[src/logic/etc_pkg.sv]
// Constants and types for the eight-bit timer/counter
// Overview of operation
// - Eight-bit up-counter, software reads and writes it at any time.
// - After a counter write, counting resumes from written value next tick.
// - Select: 0 stop,1 clk,2 modulator,3 /64,4 /256,5 /1024,6 fall,7 rise.
// - Divided ticks come from a free-running ten-bit prescaler on clk.
// - Count pin is sampled on rising clk; only selected edge counts.
// - Pin edges count even while the pin is driven as an output.
// - Overflow sets sticky flag; interrupt request only when enable set.
// - Action field bits 4..3: none, toggle, drive low, drive high.
// - Writing one to force bit applies action, no flag, no interrupt.
// - Force written with new mode uses the previous mode.
// - Force bit reads zero; writing zero does nothing.
// - Control bits 6 and 5 ignore writes and read zero.
// - Modulator tick source keeps running regardless of latch bit.
package etc_pkg;
    localparam int ADDR_W = 3;
    localparam logic [2:0] OFS_CTRL = 3'h4;
    localparam logic [2:0] OFS_COUNT = 3'h0;
    localparam logic [2:0] OFS_FLAG = 3'h1;
    localparam logic [2:0] OFS_IEN = 3'h2;
    localparam int FORCE_BIT = 7;
    localparam int MODE_LSB = 3;
    localparam int SEL_LSB = 0;
    localparam logic [7:0] CTRL_WMASK = 8'h1F;
    localparam logic [7:0] CTRL_RST = 8'h00;
    localparam logic [7:0] COUNT_RST = 8'h00;
    localparam logic [7:0] COUNT_MAX = 8'hFF;
    localparam logic [7:0] BYTE_ZERO = 8'h00;
    localparam logic [9:0] PRE_RST = 10'h000;
    localparam int TAP64 = 5;
    localparam int TAP256 = 7;
    localparam int TAP1024 = 9;

    typedef enum logic [2:0] {
        SRC_STOP, SRC_CLK, SRC_MOD, SRC_D64,
        SRC_D256, SRC_D1024, SRC_FALL, SRC_RISE
    } etc_src_t;

    typedef enum logic [1:0] {
        ACT_NONE, ACT_TOGGLE, ACT_LOW, ACT_HIGH
    } etc_act_t;

    typedef struct packed {
        logic [2:0] addr;
        logic [7:0] wdata;
        logic wr;
        logic rd;
    } etc_bus_req_t;
endpackage

[src/logic/etc_timer.sv]
// Eight-bit timer/counter with prescaler, pin sync and wrap action
`timescale 1ns/1ns
`default_nettype none
module etc_timer #(
    parameter int PRE_W = 10,
    parameter int SYNC_STAGES = 3
) (
    input wire logic clk,
    input wire logic reset,
    input wire etc_pkg::etc_bus_req_t bus_req,
    output logic [7:0] rdata,
    input wire logic mod_period_tick,
    input wire logic count_input_pin,
    output logic led_drive_pin,
    output logic wrap_flag,
    output logic irq
);
    logic [7:0] ctrl_r, ctrl_nxt;
    logic [7:0] cnt_r, cnt_nxt;
    logic [PRE_W-1:0] pre_r, pre_nxt;
    logic [PRE_W-1:0] pre_q;
    logic [SYNC_STAGES-1:0] pin_sync_r, pin_sync_nxt;
    logic pin_prev_r, pin_prev_nxt;
    logic flag_r, flag_nxt;
    logic ien_r, ien_nxt;
    logic led_r, led_nxt;
    logic irq_r, irq_nxt;
    logic [7:0] rdata_r, rdata_nxt;
    logic tick, wrap, force_act, pin_lvl;
    logic [1:0] act_mode;
    logic [PRE_W-1:0] pre_rise;

    // Slowest tap must exist in the prescaler
    if (PRE_W < etc_pkg::TAP1024 + 1) begin : g_pre_chk
        $error("prescaler narrower than slowest tap");
    end
    // Agreement needs two stages behind the first
    if (SYNC_STAGES < 3) begin : g_sync_chk
        $error("pin synchroniser needs three stages");
    end

    function automatic logic hit(input logic [2:0] a, input logic [2:0] o);
        hit = (a == o);
    endfunction

    // Free running prescaler on clk; tap rising edges give divided ticks
    always_comb begin
        pre_nxt = pre_r + PRE_W'(1);
    end
    assign pre_q = pre_nxt;
    assign pre_rise = pre_q & ~pre_r;

    // Agreement of 2nd and 3rd stage; no clk of latency added
    assign pin_sync_nxt[0] = count_input_pin;
    for (genvar g = 1; g < SYNC_STAGES; g++) begin : g_sync
        assign pin_sync_nxt[g] = pin_sync_r[g-1];
    end

    always_ff @(posedge clk or posedge reset) begin
        if (reset) begin
            pin_sync_r <= '0;
        end else begin
            pin_sync_r <= pin_sync_nxt;
        end
    end

    always_comb begin
        pin_prev_nxt = pin_prev_r;
        if (pin_sync_r[SYNC_STAGES-2] == pin_sync_r[SYNC_STAGES-1]) begin
            pin_prev_nxt = pin_sync_r[SYNC_STAGES-1];
        end
    end
    assign pin_lvl = pin_prev_nxt;

    always_comb begin
        case (etc_pkg::etc_src_t'(ctrl_r[etc_pkg::SEL_LSB +: 3]))
            etc_pkg::SRC_STOP: tick = 1'b0;
            etc_pkg::SRC_CLK: tick = 1'b1;
            etc_pkg::SRC_MOD: tick = mod_period_tick;
            etc_pkg::SRC_D64: tick = pre_rise[etc_pkg::TAP64];
            etc_pkg::SRC_D256: tick = pre_rise[etc_pkg::TAP256];
            etc_pkg::SRC_D1024: tick = pre_rise[etc_pkg::TAP1024];
            etc_pkg::SRC_FALL: tick = pin_prev_r & ~pin_lvl;
            etc_pkg::SRC_RISE: tick = ~pin_prev_r & pin_lvl;
            default: tick = 1'b0;
        endcase
    end

    // Force uses the mode held before this write
    assign force_act = bus_req.wr && hit(bus_req.addr, etc_pkg::OFS_CTRL)
        && bus_req.wdata[etc_pkg::FORCE_BIT];
    assign act_mode = ctrl_r[etc_pkg::MODE_LSB +: 2];

    // Write wins over tick: counting resumes on the following tick
    always_comb begin
        cnt_nxt = cnt_r;
        wrap = 1'b0;
        if (bus_req.wr && hit(bus_req.addr, etc_pkg::OFS_COUNT)) begin
            cnt_nxt = bus_req.wdata;
        end else if (tick) begin
            cnt_nxt = cnt_r + 8'h01;
            wrap = (cnt_r == etc_pkg::COUNT_MAX);
        end
    end

    always_comb begin
        ctrl_nxt = ctrl_r;
        if (bus_req.wr && hit(bus_req.addr, etc_pkg::OFS_CTRL)) begin
            ctrl_nxt = bus_req.wdata & etc_pkg::CTRL_WMASK;
        end
    end

    always_comb begin
        led_nxt = led_r;
        if (wrap || force_act) begin
            case (etc_pkg::etc_act_t'(act_mode))
                etc_pkg::ACT_NONE: led_nxt = led_r;
                etc_pkg::ACT_TOGGLE: led_nxt = ~led_r;
                etc_pkg::ACT_LOW: led_nxt = 1'b0;
                etc_pkg::ACT_HIGH: led_nxt = 1'b1;
                default: led_nxt = led_r;
            endcase
        end
    end

    // Flag: write one clears; a wrap in the same cycle wins
    always_comb begin
        flag_nxt = flag_r;
        ien_nxt = ien_r;
        if (bus_req.wr && hit(bus_req.addr, etc_pkg::OFS_FLAG)
            && bus_req.wdata[0]) begin
            flag_nxt = 1'b0;
        end
        if (wrap) begin
            flag_nxt = 1'b1;
        end
        if (bus_req.wr && hit(bus_req.addr, etc_pkg::OFS_IEN)) begin
            ien_nxt = bus_req.wdata[0];
        end
        irq_nxt = flag_nxt & ien_nxt;
    end

    always_comb begin
        rdata_nxt = etc_pkg::BYTE_ZERO;
        if (bus_req.rd) begin
            case (bus_req.addr)
                etc_pkg::OFS_CTRL: rdata_nxt = ctrl_r;
                etc_pkg::OFS_COUNT: rdata_nxt = cnt_r;
                etc_pkg::OFS_FLAG: rdata_nxt = {7'h00, flag_r};
                etc_pkg::OFS_IEN: rdata_nxt = {7'h00, ien_r};
                default: rdata_nxt = etc_pkg::BYTE_ZERO;
            endcase
        end
    end

    always_ff @(posedge clk or posedge reset) begin
        if (reset) begin
            ctrl_r <= etc_pkg::CTRL_RST;
        end else begin
            ctrl_r <= ctrl_nxt;
        end
    end

    always_ff @(posedge clk or posedge reset) begin
        if (reset) begin
            cnt_r <= etc_pkg::COUNT_RST;
        end else begin
            cnt_r <= cnt_nxt;
        end
    end

    // Prescaler never stops, so taps keep phase across selects
    always_ff @(posedge clk or posedge reset) begin
        if (reset) begin
            pre_r <= PRE_W'(etc_pkg::PRE_RST);
        end else begin
            pre_r <= pre_nxt;
        end
    end

    // Starts at the idle level of the synchroniser
    always_ff @(posedge clk or posedge reset) begin
        if (reset) begin
            pin_prev_r <= 1'b0;
        end else begin
            pin_prev_r <= pin_prev_nxt;
        end
    end

    always_ff @(posedge clk or posedge reset) begin
        if (reset) begin
            flag_r <= 1'b0;
            ien_r <= 1'b0;
            irq_r <= 1'b0;
        end else begin
            flag_r <= flag_nxt;
            ien_r <= ien_nxt;
            irq_r <= irq_nxt;
        end
    end

    always_ff @(posedge clk or posedge reset) begin
        if (reset) begin
            led_r <= 1'b0;
        end else begin
            led_r <= led_nxt;
        end
    end

    always_ff @(posedge clk or posedge reset) begin
        if (reset) begin
            rdata_r <= etc_pkg::BYTE_ZERO;
        end else begin
            rdata_r <= rdata_nxt;
        end
    end

    assign rdata = rdata_r;
    assign led_drive_pin = led_r;
    assign wrap_flag = flag_r;
    assign irq = irq_r;
endmodule // etc_timer
`default_nettype wire
[config.mk]
export PLATFORM = sky130hd
export DESIGN_NAME = etc_timer
export DESIGN_NICKNAME = d
export VERILOG_FILES = /design/src/logic/etc_pkg.sv /design/src/logic/etc_timer.sv
export SDC_FILE = /design/constraint.sdc
export NUM_CORES = 1
export LEC_CHECK = 0
export ABC_AREA = 1
export BUFFER_PORTS_ARGS = -buffer_cell sky130_fd_sc_hd__buf_2
export CAP_MARGIN = 10
export CORE_MARGIN = 5
export CORE_UTILIZATION = 45
export CTS_BUF_LIST = sky130_fd_sc_hd__clkbuf_16
export DETAILED_ROUTE_END_ITERATION = 8
export PLACE_DENSITY_LB_ADDON = 0.1
export SETUP_SLACK_MARGIN = 0.4
export SLEW_MARGIN = 20
export SYNTH_ARGS = -nofsm -noshare
export SYNTH_HDL_FRONTEND = slang
export SYNTH_SLANG_ARGS = --single-unit
[constraint.sdc]
create_clock -name clk -period 3.9 [get_ports clk]
set_input_delay 0.78 -clock clk [delete_from_list [all_inputs] [get_ports clk]]
set_output_delay 0.78 -clock clk [all_outputs]
set_load 0.005 [all_outputs]
== Yosys cells after proc, flatten, opt, wreduce, memory -nomap -nowiden ==
Index checks and enable logic that the tools add are counted.
Storage, ports and cells
  register bits: 39
  input bits: 17
  output and inout port bits: 11
  logic and storage cells: 60
Operators by class
  add/subtract/negate cells: 2
  eq/ne operators: 15
  muxes and demuxes: 12
  bitwise logic cells: 9
  reductions and logical operators: 12
Operators by type and width (number)
  $pmux W8 S4: 1
  $mux W8: 3
  $eq A3 B3 Y1 const B: 5
  $add A10 B1 Y10 const B: 1
  $and A10 B10 Y10: 1
  $not A10 Y10: 1
  $eq A3 B2 Y1 const B: 3
  $add A8 B1 Y8 const B: 1
  $eq A8 B8 Y1 const B: 1
  $pmux W1 S8: 1
  $eq A3 B1 Y1 const B: 2
  $logic_and A1 B1 Y1: 6
  $logic_not A3 Y1: 2
  $mux W1: 6
  $eq A2 B2 Y1 const B: 2
  $not A1 Y1: 4
  $and A1 B1 Y1: 3
  $pmux W1 S3: 1
  $eq A2 B1 Y1 const B: 1
  $logic_not A2 Y1: 1
  $reduce_and A2 Y1: 1
  $reduce_bool A2 Y1: 1
  $eq A1 B1 Y1: 1
  $logic_or A1 B1 Y1: 1

== Depth between registers and ports, before layout ==
  depth in word-level cells: 9
  mapped depth: 16
  gate-level depth less buffers: 16

== Least setup slack after synthesis ==
Ideal clock, no wire load.
  kind: flip-flop to flip-flop
  from: register pre_r[2]
  to: register cnt_r[5]
  data arrival time: 1.676 ns
  required time: 3.780 ns
  setup slack: 2.104 ns
  cell stages (with the launch flop): 15
  cells stage by stage: dfrtp_1 > nand3_1 > nor3_1 > nand2_1 > nor4_1 > ha_1 > inv_1 > nand2_1 > nand2_1 > nand2_1 > nand3_2 > nand2_4 > nand2_2 > a21oi_1 > nor2_1
On the way
  word-level cells in the longest chain between the ends: 4
Ends and longest elaborated chain
  start, declared: line etc_timer.sv:20  | logic [PRE_W-1:0] pre_r, pre_nxt;
  start signal, assigned: line etc_timer.sv:175  | pre_r <= PRE_W'(etc_pkg::PRE_RST);
  start signal, assigned: line etc_timer.sv:177  | pre_r <= pre_nxt;
  $add A10 B1 Y10: line etc_timer.sv:48  | pre_nxt = pre_r + PRE_W'(1);
  $and A10 B10 Y10: line etc_timer.sv:51  | assign pre_rise = pre_q & ~pre_r;
  $pmux W1 S8: line etc_timer.sv:76  | case (etc_pkg::etc_src_t'(ctrl_r[etc_pkg::SEL_LSB +: 3]))
  $reduce_bool A2 Y1 (no source line)
  end signal, assigned: line etc_timer.sv:166  | cnt_r <= etc_pkg::COUNT_RST;
  end signal, assigned: line etc_timer.sv:168  | cnt_r <= cnt_nxt;
  end, declared: line etc_timer.sv:19  | logic [7:0] cnt_r, cnt_nxt;
No other way between the ends.
A chain may end at the register's enable or synchronous reset.

== Final worst setup path ==
Ends and elaborated chain as after synthesis.

==> impl_results.md <==
* Status: completed
* Critical Path Fanout Max at 7
* Setup-failing EPs final at 0
* Synth warn at 0
* WS Path Type: flop to flop
* Post-synth net total at 237
* Setup bufs post-CTS at 0
* Distinct cell type count after synthesis at 27
* Met1 Resource Use GR at 0.2088
* Initial Util at 0.4680
* First-pass GRT wire length at ~6400 um
* Final Slew Violations at 0
* Die height at roughly 75 um
* GR Layer Usage met3 at 0.04539
* #FFs+latches synth at 39
* Synthesis-to-layout area growth at 18.18%
* Worst Tran Pin Value at between 400 and 500 ps
* Top post-synthesis cells by count: nand2_1 (47), dfrtp_1 (39), inv_1 (34)
* CP Launch Type: flop
* GPL Wtd Cong at about 0.83
* WP data arrival at 2160 ps
* Final Hold Fails at 0
* I/O pins at 28
* Routed Wire Length at 3539 um
* Row cnt at 23
* Worst Hold Class: flop to flop
* Port buffer count at 27
* Syn avg cell area at a little under 9 um2
* Post-synthesis sequential area ratio at 0.5176
* Htree depth at 2
* CTS tree: built
* Synth top area share at 0.5176
* Util after Layout at 0.5531
* Die ar. at 0.005585 mm2
* Total GRT Usage at 0.1503
* Via count at 1,421
* Slew HR at 0.6802
* Leakage at between 0.001 and 0.0015 uW
* Worst reg2reg path depth at 14
* Slack of the critical path at 1910 ps
* Max Cap Violations at 0
* Largest family of logic cells by synthesized area: simple AND/OR/NAND/NOR gates
* Total grt overflow at 0
* GR Util met2 at 0.2322
* Fraction of registers with async set/reset at 1.000
* Ys flop type: dfrtp_1
* Top-count cell post-synth: nand2_1
* Pre-antenna DRT Iters at 4
* Post-placement setup slack at between 1500 and 2000 ps
* Gr busiest metal: met2
* DR DRC count at 0
* Post-synth top area cell: dfrtp_1
* Fin Hold WS at 353.0 ps
* Mapped cell area at 0.001886 mm2
* Routed Antenna Nets at 0
* Max frequency at 0.5024 GHz
* Clock Skew at between 2 and 2.5 ps
* Peak VDD IR at 0.3394 mV
* Clock Sinks at 39
* Post-DR vias/cell at 4.721
* Core box area at approximately 0.0040 mm2
* WL/cell at 11.76 um
* Skew-Pair Late Insertion Delay at 270 ps
* Dpl hpwl at 2714 um
* Fin nets at 272
* Cts hold-fix bufs at 0
* DRT iter0 DRCs at 65
* Post-route setup TNS at 0 ps
* Antenna Diode Count at 0
* XOR/XNOR share of the synthesized area at 0.03716
* Pin count of the biggest net entering global routing at 40
* Worst hold path depth at 0
* Pwr per Cell Area at 519.8 mW/mm2
* Total Power at 1158 uW
* EDFF count, synth at 0
* Synth Area in Simple Gates at 0.2601
* TritonCTS buffer count at 5
* Adder-cell share of the synthesized area at 0.03318
* Period utilization at 0.5104
* Root Driver: clkbuf_16
* Number of global-route vias before repair at about 1,400
* Mux contribution to synthesized area at 0
* Die width at 74.73 um
* Area contributors post-synth: dfrtp_1 (52%), nand2_1 (9.4%), inv_1 (6.8%), nand3_1 (3.7%), ha_1 (3.3%)
* Max clock buf depth at 2
* Cts repair resizes at 0
* Share of cells above drive strength 1 at 0.2271
* Post-synthesis cell count at 215
* Post-synthesis compound-gate area fraction at 0.07631
* Final min period at 1990 ps
* Clock Pin Slew Worst Setup and Hold Paths at about 50 ps
* CP endpoint kind: flop
* Req. time, crit path at 4070 ps
* Initial antenna violation count at 0
* RSZ-0062 raised after global routing: no
-- worst max-delay path: stages (launching register included) --
cell     delay, ps
dfrtp_1        370
nand3_1        120
nor3_1         210
nand2_1        110
nor4_1         200
ha_1           200
inv_1           40
nand2_1         50
nand2_1         50
nand2_1         60
nand3_2        100
nand2_4        100
nand2_2        100
a21oi_1        130
nor2_1          50
-- layout by cell type (no fill, tap or decap), drive strengths merged --
cell    count
a211oi      1
a21oi       9
buf        28
clkbuf      5
clkinv      1
dfrtp      39
ha          5
inv        40
nand2      55
nand3      18
nand3b      2
nand4       1
nor2       18
nor3        4
nor4        1
o211ai      3
o21ai       7
o22ai       4
o32ai       1
or2         1
xnor2       1
xor2        7
-- path summary, 6_finish.rpt --
path,start,end,slack (ps)
max reg2reg,pre_r[2],cnt_r[5],1910
min,pin_sync_r[0],pin_sync_r[1],350
max in group asynchronous,reset,wrap_flag,2950
max,pre_r[2],cnt_r[5],1910
min reg2reg,pin_sync_r[0],pin_sync_r[1],350
min in group asynchronous,reset,pre_r[1],610
-- kinds of logic after synthesis --
| kind of cell | Yosys count |
|---|---|
| and+or+nand+nor | 100 |
| DFF | 39 |
| buffers and inverters | 38 |
| AOI/OAI and AO/OA | 25 |
| xor gates and xnor gates | 8 |
| adders and majority gates | 5 |
-- per-layer routing --
| metal | vias up | share of wire | routed length [um] |
|---|---|---|---|
| li1 | 752 | - | - |
| met1 | 645 | 0.49 | 1743 |
| met2 | 22 | 0.45 | 1595 |
| met3 | 2 | 0.049 | 172 |
| met4 | 0 | 0.0079 | 28 |
| met5 | - | 0 | 0 |
-- metrics by stage --
stage,std cells,instance area (um2)
2_1_floorplan,215,1886
3_3_place_gp,293,2091
3_5_place_dp,293,2091
4_1_cts,301,2228
5_1_grt,301,2228
6_report,301,2228
-- registers in the layout, indices dropped and copies added, names as in the netlist --
signal and count:
cnt_r 8, ctrl_r 5, ien_r 1, irq 1, led_drive_pin 1, pin_prev_r 1
pin_sync_r 3, pre_r 10, rdata 8, wrap_flag 1
-- layout make-up --
class / instances / area (um2)
multi-input combinational: 138 / 767.0
fill: 392 / 1800
sequential: 39 / 975.9
inverter: 38 / 142.6
clock buffer: 5 / 125.1
timing repair buffer: 28 / 142.6
tap: 50 / 62.56
clock inverter: 3 / 12.51
-- power by group --
group | switching [uW] | internal, uW | total (uW)
clock | 144 | 231 | 374
combinational | 142 | 103 | 245
sequential | 71.5 | 468 | 539
total | 357 | 801 | 1160
Note: power is estimated with default switching activity, not from simulation.
